<file path="config.mk">
export PLATFORM = sky130hd
export DESIGN_NAME = ppc_config_bank
export DESIGN_NICKNAME = d
export VERILOG_FILES = /design/src/verilog/ppc_pkg.sv /design/src/verilog/ppc_attn_if.sv /design/src/verilog/ppc_attn_track.sv /design/src/verilog/ppc_config_bank.sv
export SDC_FILE = /design/constraint.sdc
export NUM_CORES = 1
export LEC_CHECK = 0
export ABC_AREA = 1
export BUFFER_PORTS_ARGS = -buffer_cell sky130_fd_sc_hd__buf_2
export CORE_MARGIN = 2
export CORE_UTILIZATION = 60
export CTS_CLUSTER_SIZE = 25
export DETAILED_ROUTE_END_ITERATION = 16
export PLACE_DENSITY = 0.95
export SLEW_MARGIN = 10
export SYNTH_ARGS = -nofsm -noshare
export SYNTH_HDL_FRONTEND = slang
export SYNTH_HIERARCHICAL = 1
export SYNTH_SLANG_ARGS = --single-unit
</file>
<file path="constraint.sdc">
create_clock -name mclk -period 2.3 [get_ports mclk]
set_input_delay 0 -clock mclk [delete_from_list [all_inputs] [get_ports mclk]]
set_output_delay 0 -clock mclk [all_outputs]
set_load 0.005 [all_outputs]
</file>
<file path="src/verilog/ppc_pkg.sv">
// ppc_pkg: constants for the playback protection configuration bank
package ppc_pkg;
   // ---------------------------------------------------------------
   // register offsets
   // ---------------------------------------------------------------
   localparam logic [7:0] OFS_LIMITER = 8'h2b;
   localparam logic [7:0] OFS_MIXER = 8'h2c;
   localparam logic [7:0] OFS_FEATURE = 8'h2d;
   localparam logic [7:0] OFS_UVTHR = 8'h2e;
   localparam logic [7:0] OFS_MASK0 = 8'h2f;
   localparam logic [7:0] OFS_LATCH0 = 8'h34;
   // ---------------------------------------------------------------
   // reset values and writable bit masks
   // ---------------------------------------------------------------
   localparam logic [7:0] RST_LIMITER = 8'h00;
   localparam logic [7:0] RST_MIXER = 8'h00;
   localparam logic [7:0] RST_FEATURE = 8'h00;
   localparam logic [7:0] RST_UVTHR = 8'hbf;
   localparam logic [7:0] RST_MASK0 = 8'hc0;
   localparam logic [7:0] WMASK_LIMITER = 8'hfc;
   localparam logic [7:0] WMASK_MIXER = 8'hf0;
   localparam logic [7:0] WMASK_FEATURE = 8'hef;
   localparam logic [7:0] WMASK_UVTHR = 8'hff;
   localparam logic [7:0] WMASK_MASK0 = 8'hc0;
   // ---------------------------------------------------------------
   // field positions
   // ---------------------------------------------------------------
   localparam int BIT_LIM_EN = 7;
   localparam int BIT_ATTN_LSB = 4;
   localparam int BIT_ATTN_SRC = 3;
   localparam int BIT_RECOVER = 2;
   localparam int BIT_MIX_SERIAL = 7;
   localparam int BIT_MIX_SIDE = 6;
   localparam int BIT_MIX_REC = 5;
   localparam int BIT_MIX_LOOP = 4;
   localparam int BIT_DIST_EN = 7;
   localparam int BIT_GUARD_EN = 6;
   localparam int BIT_THERM_EN = 5;
   localparam int BIT_GEN1_EN = 3;
   localparam int BIT_GEN2_EN = 2;
   localparam int BIT_SUPPLY_SEL = 1;
   localparam int BIT_UV_EN = 0;
   localparam int BIT_IRQ_CLK = 7;
   localparam int BIT_IRQ_PLL = 6;
   // attenuation step per code, in dB
   localparam int ATTN_STEP_DB = 6;
   localparam logic [2:0] ATTN_MAX = 3'h7;
endpackage
</file>
<file path="src/verilog/ppc_attn_if.sv">
// ppc_attn_if: attenuation request and applied level between top and tracker
`timescale 1ns/1ps
`default_nettype none
interface ppc_attn_if;
   logic enable;
   logic recover;
   logic release_req;
   logic [2:0] target;
   logic [2:0] level;
   modport ctl (output enable, output recover, output release_req, output target, input level);
   modport trk (input enable, input recover, input release_req, input target, output level);
endinterface
`default_nettype wire

</file>
<file path="src/verilog/ppc_attn_track.sv">
// ppc_attn_track: applied attenuation level with optional recovery
`timescale 1ns/1ps
`default_nettype none
module ppc_attn_track
(
   input wire logic mclk,
   input wire logic nrst,
   ppc_attn_if.trk att
);
   logic [2:0] level_reg;
   logic [2:0] level_next;
   wire logic raise = att.target > level_reg;
   wire logic lower = att.recover && att.release_req && (att.target < level_reg);

   // no enable means no attenuation; otherwise ratchet up, drop only on recovery
   assign level_next = !att.enable ? 3'h0 :
                       raise ? att.target :
                       lower ? att.target : level_reg;

   always_ff @(posedge mclk or negedge nrst)
   begin
      if (!nrst)
         level_reg <= 3'h0;
      else
         level_reg <= level_next;
   end
   assign att.level = level_reg;

   // the level seen now was decided by last cycle's enable and recovery bits
   a_no_drop_norec: assert property (@(posedge mclk) disable iff (!nrst)
      $past(att.enable) && !$past(att.recover) |-> level_reg >= $past(level_reg))
      else $error("attenuation dropped without recovery");
endmodule
`default_nettype wire

</file>
<file path="src/verilog/ppc_config_bank.sv">
// ppc_config_bank: playback protection, mixer and mask configuration registers
//
// How it works
// - limiter enable at 0x2B bit 7, reset zero; clear means no attenuation.
// - source clear: attenuation from pin and 3-bit code, 6 dB per step.
// - without recovery, applied attenuation only holds or rises.
// - with recovery, attenuation falls when pin is zero or battery recovered.
// - four mixer enables at 0x2C bits 7..4, reset disabled.
// - distortion limiter enable at 0x2D bit 7, reset disabled.
// - battery guard bit 6 and thermal foldback bit 5, reset zero.
// - signal generators one and two at bits 3 and 2, reset disabled.
// - bit 1 routes supply samples to limiter, guard and compressor.
// - undervoltage enable shuts playback below threshold at 0x2E, reset 0xBF.
// - threshold code is compared with the top 8 sample bits, whatever the supply sample selection.
// - mask 0x2F: clock error bit 7, pll lock bit 6, reset masked.
// - reserved bits read zero; writes to them are dropped.
// - events latched in read-only status at 0x34, self clearing on read.
`timescale 1ns/1ps
`default_nettype none
module ppc_config_bank
#(
   parameter int SAR_W = 8
)
(
   input wire logic mclk,
   input wire logic nrst,
   input wire logic regWrite,
   input wire logic regRead,
   input wire logic [7:0] regAddr,
   input wire logic [7:0] regWdata,
   output logic [7:0] regRdata,
   input wire logic attnPin,
   input wire logic [SAR_W-1:0] sarSample,
   input wire logic sarValid,
   input wire logic clockErrorEvt,
   input wire logic pllLockEvt,
   output logic limiterActive,
   output logic [2:0] appliedAttn,
   output logic [7:0] mixEnables,
   output logic [7:0] featureEnables,
   output logic supplySampleToDsp,
   output logic playbackShutdown,
   output logic irqOut
);
   // ---------------------------------------------------------------
   // register file
   // ---------------------------------------------------------------
   logic [7:0] limiter_reg;
   logic [7:0] mixer_reg;
   logic [7:0] feature_reg;
   logic [7:0] uvthr_reg;
   logic [7:0] mask_reg;
   logic [7:0] latch_reg;
   logic [7:0] latch_next;
   logic [7:0] rdata_next;
   logic [SAR_W-1:0] sarHold_reg;
   logic [2:0] sarAttn_reg;
   logic uvTrip_reg;

   wire logic selLimiter = regAddr == ppc_pkg::OFS_LIMITER;
   wire logic selMixer = regAddr == ppc_pkg::OFS_MIXER;
   wire logic selFeature = regAddr == ppc_pkg::OFS_FEATURE;
   wire logic selUvthr = regAddr == ppc_pkg::OFS_UVTHR;
   wire logic selMask = regAddr == ppc_pkg::OFS_MASK0;
   wire logic selLatch = regAddr == ppc_pkg::OFS_LATCH0;

   always_ff @(posedge mclk or negedge nrst)
   begin
      if (!nrst)
      begin
         limiter_reg <= ppc_pkg::RST_LIMITER;
         mixer_reg <= ppc_pkg::RST_MIXER;
         feature_reg <= ppc_pkg::RST_FEATURE;
         uvthr_reg <= ppc_pkg::RST_UVTHR;
         mask_reg <= ppc_pkg::RST_MASK0;
      end
      else if (regWrite)
      begin
         // reserved bits never store, so they read as zero
         if (selLimiter)
            limiter_reg <= regWdata & ppc_pkg::WMASK_LIMITER;
         if (selMixer)
            mixer_reg <= regWdata & ppc_pkg::WMASK_MIXER;
         if (selFeature)
            feature_reg <= regWdata & ppc_pkg::WMASK_FEATURE;
         if (selUvthr)
            uvthr_reg <= regWdata;
         if (selMask)
            mask_reg <= regWdata & ppc_pkg::WMASK_MASK0;
      end
   end

   // ---------------------------------------------------------------
   // event latch and interrupt
   // ---------------------------------------------------------------
   wire logic [7:0] evtVec = {clockErrorEvt, pllLockEvt, 6'h00};
   // read clears, but an event in the same cycle wins
   assign latch_next = ((selLatch && regRead) ? 8'h00 : latch_reg) | evtVec;
   wire logic irqNext = |(latch_next & ~mask_reg);

   assign rdata_next = selLimiter ? limiter_reg :
                       selMixer ? mixer_reg :
                       selFeature ? feature_reg :
                       selUvthr ? uvthr_reg :
                       selMask ? mask_reg :
                       selLatch ? latch_reg : 8'h00;

   always_ff @(posedge mclk or negedge nrst)
   begin
      if (!nrst)
      begin
         latch_reg <= 8'h00;
         irqOut <= 1'b0;
         regRdata <= 8'h00;
      end
      else
      begin
         latch_reg <= latch_next;
         irqOut <= irqNext;
         if (regRead)
            regRdata <= rdata_next;
      end
   end

   // ---------------------------------------------------------------
   // attenuation source and tracking
   // ---------------------------------------------------------------
   // coarse lookup: lower supply sample gives more attenuation steps
   wire logic [2:0] sarLut = ppc_pkg::ATTN_MAX - sarHold_reg[SAR_W-1 -: 3];
   wire logic srcAnalog = limiter_reg[ppc_pkg::BIT_ATTN_SRC];
   wire logic [2:0] pinAttn = attnPin ? limiter_reg[ppc_pkg::BIT_ATTN_LSB +: 3] : 3'h0;
   ppc_attn_if attIf ();
   assign attIf.enable = limiter_reg[ppc_pkg::BIT_LIM_EN];
   assign attIf.recover = limiter_reg[ppc_pkg::BIT_RECOVER];
   assign attIf.target = srcAnalog ? sarAttn_reg : pinAttn;
   // battery recovered means the mapped target fell; pin zero is a release too
   assign attIf.release_req = srcAnalog ? 1'b1 : !attnPin;

   ppc_attn_track u_track
   (
      .mclk(mclk),
      .nrst(nrst),
      .att(attIf)
   );

   // ---------------------------------------------------------------
   // undervoltage and feature outputs
   // ---------------------------------------------------------------
   // threshold code compared against sample scaled to 8 bits; same scaling for either select
   wire logic [7:0] sar8 = sarHold_reg[SAR_W-1 -: 8];
   wire logic uvNext = feature_reg[ppc_pkg::BIT_UV_EN] && (sar8 < uvthr_reg);

   always_ff @(posedge mclk or negedge nrst)
   begin
      if (!nrst)
      begin
         sarHold_reg <= '0;
         sarAttn_reg <= 3'h0;
         uvTrip_reg <= 1'b0;
         limiterActive <= 1'b0;
         appliedAttn <= 3'h0;
         mixEnables <= 8'h00;
         featureEnables <= 8'h00;
         supplySampleToDsp <= 1'b0;
         playbackShutdown <= 1'b0;
      end
      else
      begin
         if (sarValid)
            sarHold_reg <= sarSample;
         sarAttn_reg <= sarLut;
         uvTrip_reg <= uvNext;
         limiterActive <= attIf.enable;
         appliedAttn <= attIf.level;
         mixEnables <= mixer_reg;
         featureEnables <= feature_reg;
         supplySampleToDsp <= feature_reg[ppc_pkg::BIT_SUPPLY_SEL];
         playbackShutdown <= uvTrip_reg;
      end
   end

   // ---------------------------------------------------------------
   // checks
   // ---------------------------------------------------------------
   a_no_attn_off: assert property (@(posedge mclk) disable iff (!nrst)
      !limiter_reg[ppc_pkg::BIT_LIM_EN] ##2 1'b1 |-> appliedAttn == 3'h0 || $past(attIf.enable))
      else $error("attenuation applied while limiter off");
   a_reserved_zero: assert property (@(posedge mclk) disable iff (!nrst)
      (limiter_reg[1:0] == 2'h0) && (mixer_reg[3:0] == 4'h0) && !feature_reg[4]
      && (mask_reg[5:0] == 6'h00))
      else $error("reserved bit stored");
   a_mixer_write: assert property (@(posedge mclk) disable iff (!nrst)
      regWrite && selMixer |=> mixer_reg == ($past(regWdata) & 8'hf0))
      else $error("mixer register not updated");
   a_event_latched: assert property (@(posedge mclk) disable iff (!nrst)
      clockErrorEvt |=> latch_reg[ppc_pkg::BIT_IRQ_CLK])
      else $error("clock error event lost");
   a_masked_quiet: assert property (@(posedge mclk) disable iff (!nrst)
      (latch_next & ~mask_reg) == 8'h00 |=> !irqOut)
      else $error("masked event raised interrupt");
   a_unmasked_irq: assert property (@(posedge mclk) disable iff (!nrst)
      (latch_next & ~mask_reg) != 8'h00 |=> irqOut)
      else $error("unmasked event did not raise interrupt");
   a_read_clears: assert property (@(posedge mclk) disable iff (!nrst)
      regRead && selLatch && !clockErrorEvt && !pllLockEvt |=> latch_reg == 8'h00)
      else $error("latch not cleared by read");
   a_uv_shutdown: assert property (@(posedge mclk) disable iff (!nrst)
      uvNext |-> ##2 playbackShutdown)
      else $error("undervoltage did not shut playback");
   a_pin_target: assert property (@(posedge mclk) disable iff (!nrst)
      !srcAnalog && !attnPin |-> attIf.target == 3'h0)
      else $error("pin zero must request no attenuation");
   a_supply_sel: assert property (@(posedge mclk) disable iff (!nrst)
      feature_reg[ppc_pkg::BIT_SUPPLY_SEL] |=> supplySampleToDsp)
      else $error("supply select not forwarded");

   c_irq_raised: cover property (@(posedge mclk) disable iff (!nrst) $rose(irqOut));
   c_latch_read: cover property (@(posedge mclk) disable iff (!nrst) regRead && selLatch);
   c_attn_max: cover property (@(posedge mclk) disable iff (!nrst) appliedAttn == 3'h7);
   c_shutdown: cover property (@(posedge mclk) disable iff (!nrst) $rose(playbackShutdown));
endmodule
`default_nettype wire

</file>
==> out/metrics.yaml <==
run_status:
  status: "complete, no violations"
clock_tree:
  clock_latency_ns: 0.36
  clock-sinks: 75
  cts_buffers: 9
  clk_pin_slew_ns: 0.09
  cts_tree: "done"
  post_cts_buffers: 0
  cts_max_level: 3
  ctsLongestPathBuffers: 2
  root_buffer: "clkbuf_8"
route:
  wl_per_cell_um: 14.5
  post_drt_via_cell_ratio: 5.30
  drcViolationCount: 0
  vias: 2880
  postRouteAntennaNets: 0
  first_pass_iters: 5
  drt_wl_total_um: 7870
  drt_iter0_drc: 201
grt:
  grt.overflow.total: 0
  antenna_found_initial: 0
  grt_pass1_vias: 2867
  grt_start_max_net_pins: 76
  grt_usage_pct: 27.2
  grt_first_pass_wirelength_um: 13100
timing:
  fin_ws_ns: 0.561
  fin_worst_skew_ns: 0.0159
  tns_ns: 0
  rsz0062_at_grt: "false"
  slew_viol_final: 0
  fin_crit_ns: 1.74
  max_slew_margin_pct: 40.5
  max_freq_mhz: 575
  setup_viol: 0
  tightest_slew_ns: 0.892
  fin_crit_sh_pct: 75.6
  final_hold_viol_count: 0
synth:
  synth-edff-count: 0
  yosys.cell_count.top_type: "nand2_1"
  synth_area_leaders: "dfrtp_1 47%, nand2_1 11%, dfstp_2 6.7%"
  synth_top_area_share_pct: 46.8
  synth.distinct_cells: 34
  synth_sequential_area_ratio_pct: 53.5
  synth_area_um2: 3530
  synth_area_per_cell_um2: 9.29
  yosysTopAreaCell: "dfrtp_1"
  synthCells: 380
  synth_commonest_cells: "101 x nand2_1, 66 x dfrtp_1, 47 x inv_1"
  async_flop_share_pct: 100
  ys_seq_elements: 75
  synth_ff_type: "dfrtp_1"
  yosysWarnings: 6
critical_path:
  worstSetupStartpointType: "flop"
  cp-end-kind: "flop"
  cp_slowest_stage_delay_ns: 0.43
  rr_worst_depth: 10
  critPathSlowestCell: "dfrtp_1"
  path_class: "flop to flop"
  crit_required_ns: 2.54
  path_cells: "inv_1 -> nand3_1 -> nand2_1 -> ha_1 -> a21oi_2 -> nand2_1 -> nand2_2 -> nand3_2 -> nand2_1 -> nand2_1"
  r2r_start: "limiter_reg[3]"
  cp-startpoint: "limiter_reg[3]"
  critical_path.max_fanout: 5
  arrival_ns: 1.98
  cp_common_cell: "nand2_1"
finish:
  drive_gt1_share_pct: 28.2
  n_antenna_cell: 0
  fin_nets: 508
  area_growth_pct: 21.6
  nFillCells: 384
min_path:
  hold_class: "input pin to flop"
  hold_path_depth: 3
  worstHoldStart: "regWdata[6]"
floorplanning:
  start_util_pct: 63.0
  io_pins: 63
  core-area_um2: 5610
  die_area_um2: 6510
  die_width_um: 80.7
  rows: 27
  die_h_um: 80.7
power_and_ir_drop:
  power_density_nw_per_um2: 640
  finalPower_mw: 2.75
  peakVddDrop_mv: 0.602
  p_leak_nw: 2.23
flow_run:
  cap_violations: 0
place:
  port_buffers: 57
  pre_cts_ws_ns: 0.605
  gp_congestion: 0.860
  dp_hpwl_um: 5410
==> cells in the final DEF, fill, tap and decap left out, types with 6 or more instances in the layout <==
| master | netlist | layout |
|---|---|---|
| nand2_1 | 101 | 101 |
| dfrtp_1 | 66 | 66 |
| buf_2 | 1 | 57 |
| inv_1 | 47 | 47 |
| dlygate4sd3_1 | 0 | 27 |
| nand3_1 | 25 | 25 |
| nor2_1 | 17 | 17 |
| nand2_2 | 15 | 15 |
| o21ai_0 | 15 | 15 |
| o21ai_2 | 15 | 15 |
| ha_1 | 10 | 10 |
| clkbuf_8 | 0 | 9 |
| dfstp_2 | 9 | 9 |
| o21ai_1 | 8 | 8 |
| nand4_1 | 6 | 6 |
==> final cells by class <==
type / count / area, um^2 / area share, %
flip-flops and latches: 75 / 1890 / 44.0
inverters: 50 / 190 / 4.43
clock buffers: 9 / 124 / 2.88
multi-input cells: 245 / 1360 / 31.6
well taps: 72 / 90.1 / 2.10
repair buffers: 85 / 563 / 13.1
clock inverters: 7 / 81.3 / 1.89
==> per-layer routing <==
metal	vias to the layer above	global-route usage [%]	part of all wire [%]
met5	-	0	0
met1	1372	31.8	40
met4	0	11.2	2.6
met3	19	8.99	6.9
li1	1366	-	-
met2	123	46.2	51
==> worst max-delay path, delay by kind of cell (launching register included) <==
kind	cells	cell delay (ns)
AND/OR/NAND/NOR	7	0.58
adder cells (fa/ha/maj)	1	0.34
flip-flops	1	0.43
AO/OA/AOI/OAI	1	0.16
buffers and inverters	1	0.12
==> logic make-up (layout without fill, tap and decap cells) <==
kind of cell / count (synthesis) / in the layout / synth area share, %
AOI/OAI and AO/OA: 48 / 48 / 8.93
adders and majority gates: 10 / 10 / 3.54
buffers and inverters: 64 / 151 / 8.50
DFF: 75 / 75 / 53.5
muxes: 4 / 4 / 1.28
other: 1 / 5 / 0.106
and+or+nand+nor: 178 / 178 / 24.2
==> worst paths after layout <==
path | endpoint | slack (ns)
max reg2reg | u_track/att.level[0] | 0.56
max | u_track/att.level[0] | 0.56
min | feature_reg[6] | 0.04
min in group asynchronous | featureEnables[5] | 0.40
max in group asynchronous | limiter_reg[2] | 1.34
min reg2reg | playbackShutdown | 0.36
==> metrics by stage <==
| stage | cells | util (%) | hold slack [ns] | area (um^2) |
|---|---|---|---|---|
| floorplan | 384 | - | -0.296 | 3550 |
| global placement | 500 | 68.1 | 0.203 | 3820 |
| detailed placement | 500 | 68.1 | 0.220 | 3820 |
| CTS | 543 | 76.6 | 0.0252 | 4290 |
| global route | 543 | 76.6 | 0.0521 | 4290 |
| finish | 543 | 76.6 | 0.0405 | 4290 |
==> what timing repair did <==
| action | CTS | global route |
|---|---|---|
| resized for setup | 0 | 0 |
| hold buffers | 27 | 0 |
| endpoints found under the hold margin | 97 | 0 |
==> report_power, final <==
group	internal [mW]	switching, mW
registers	1.38	0.0377
clock network	0.520	0.526
logic	0.126	0.162
No activity file was read; power rests on OpenSTA's default activity.
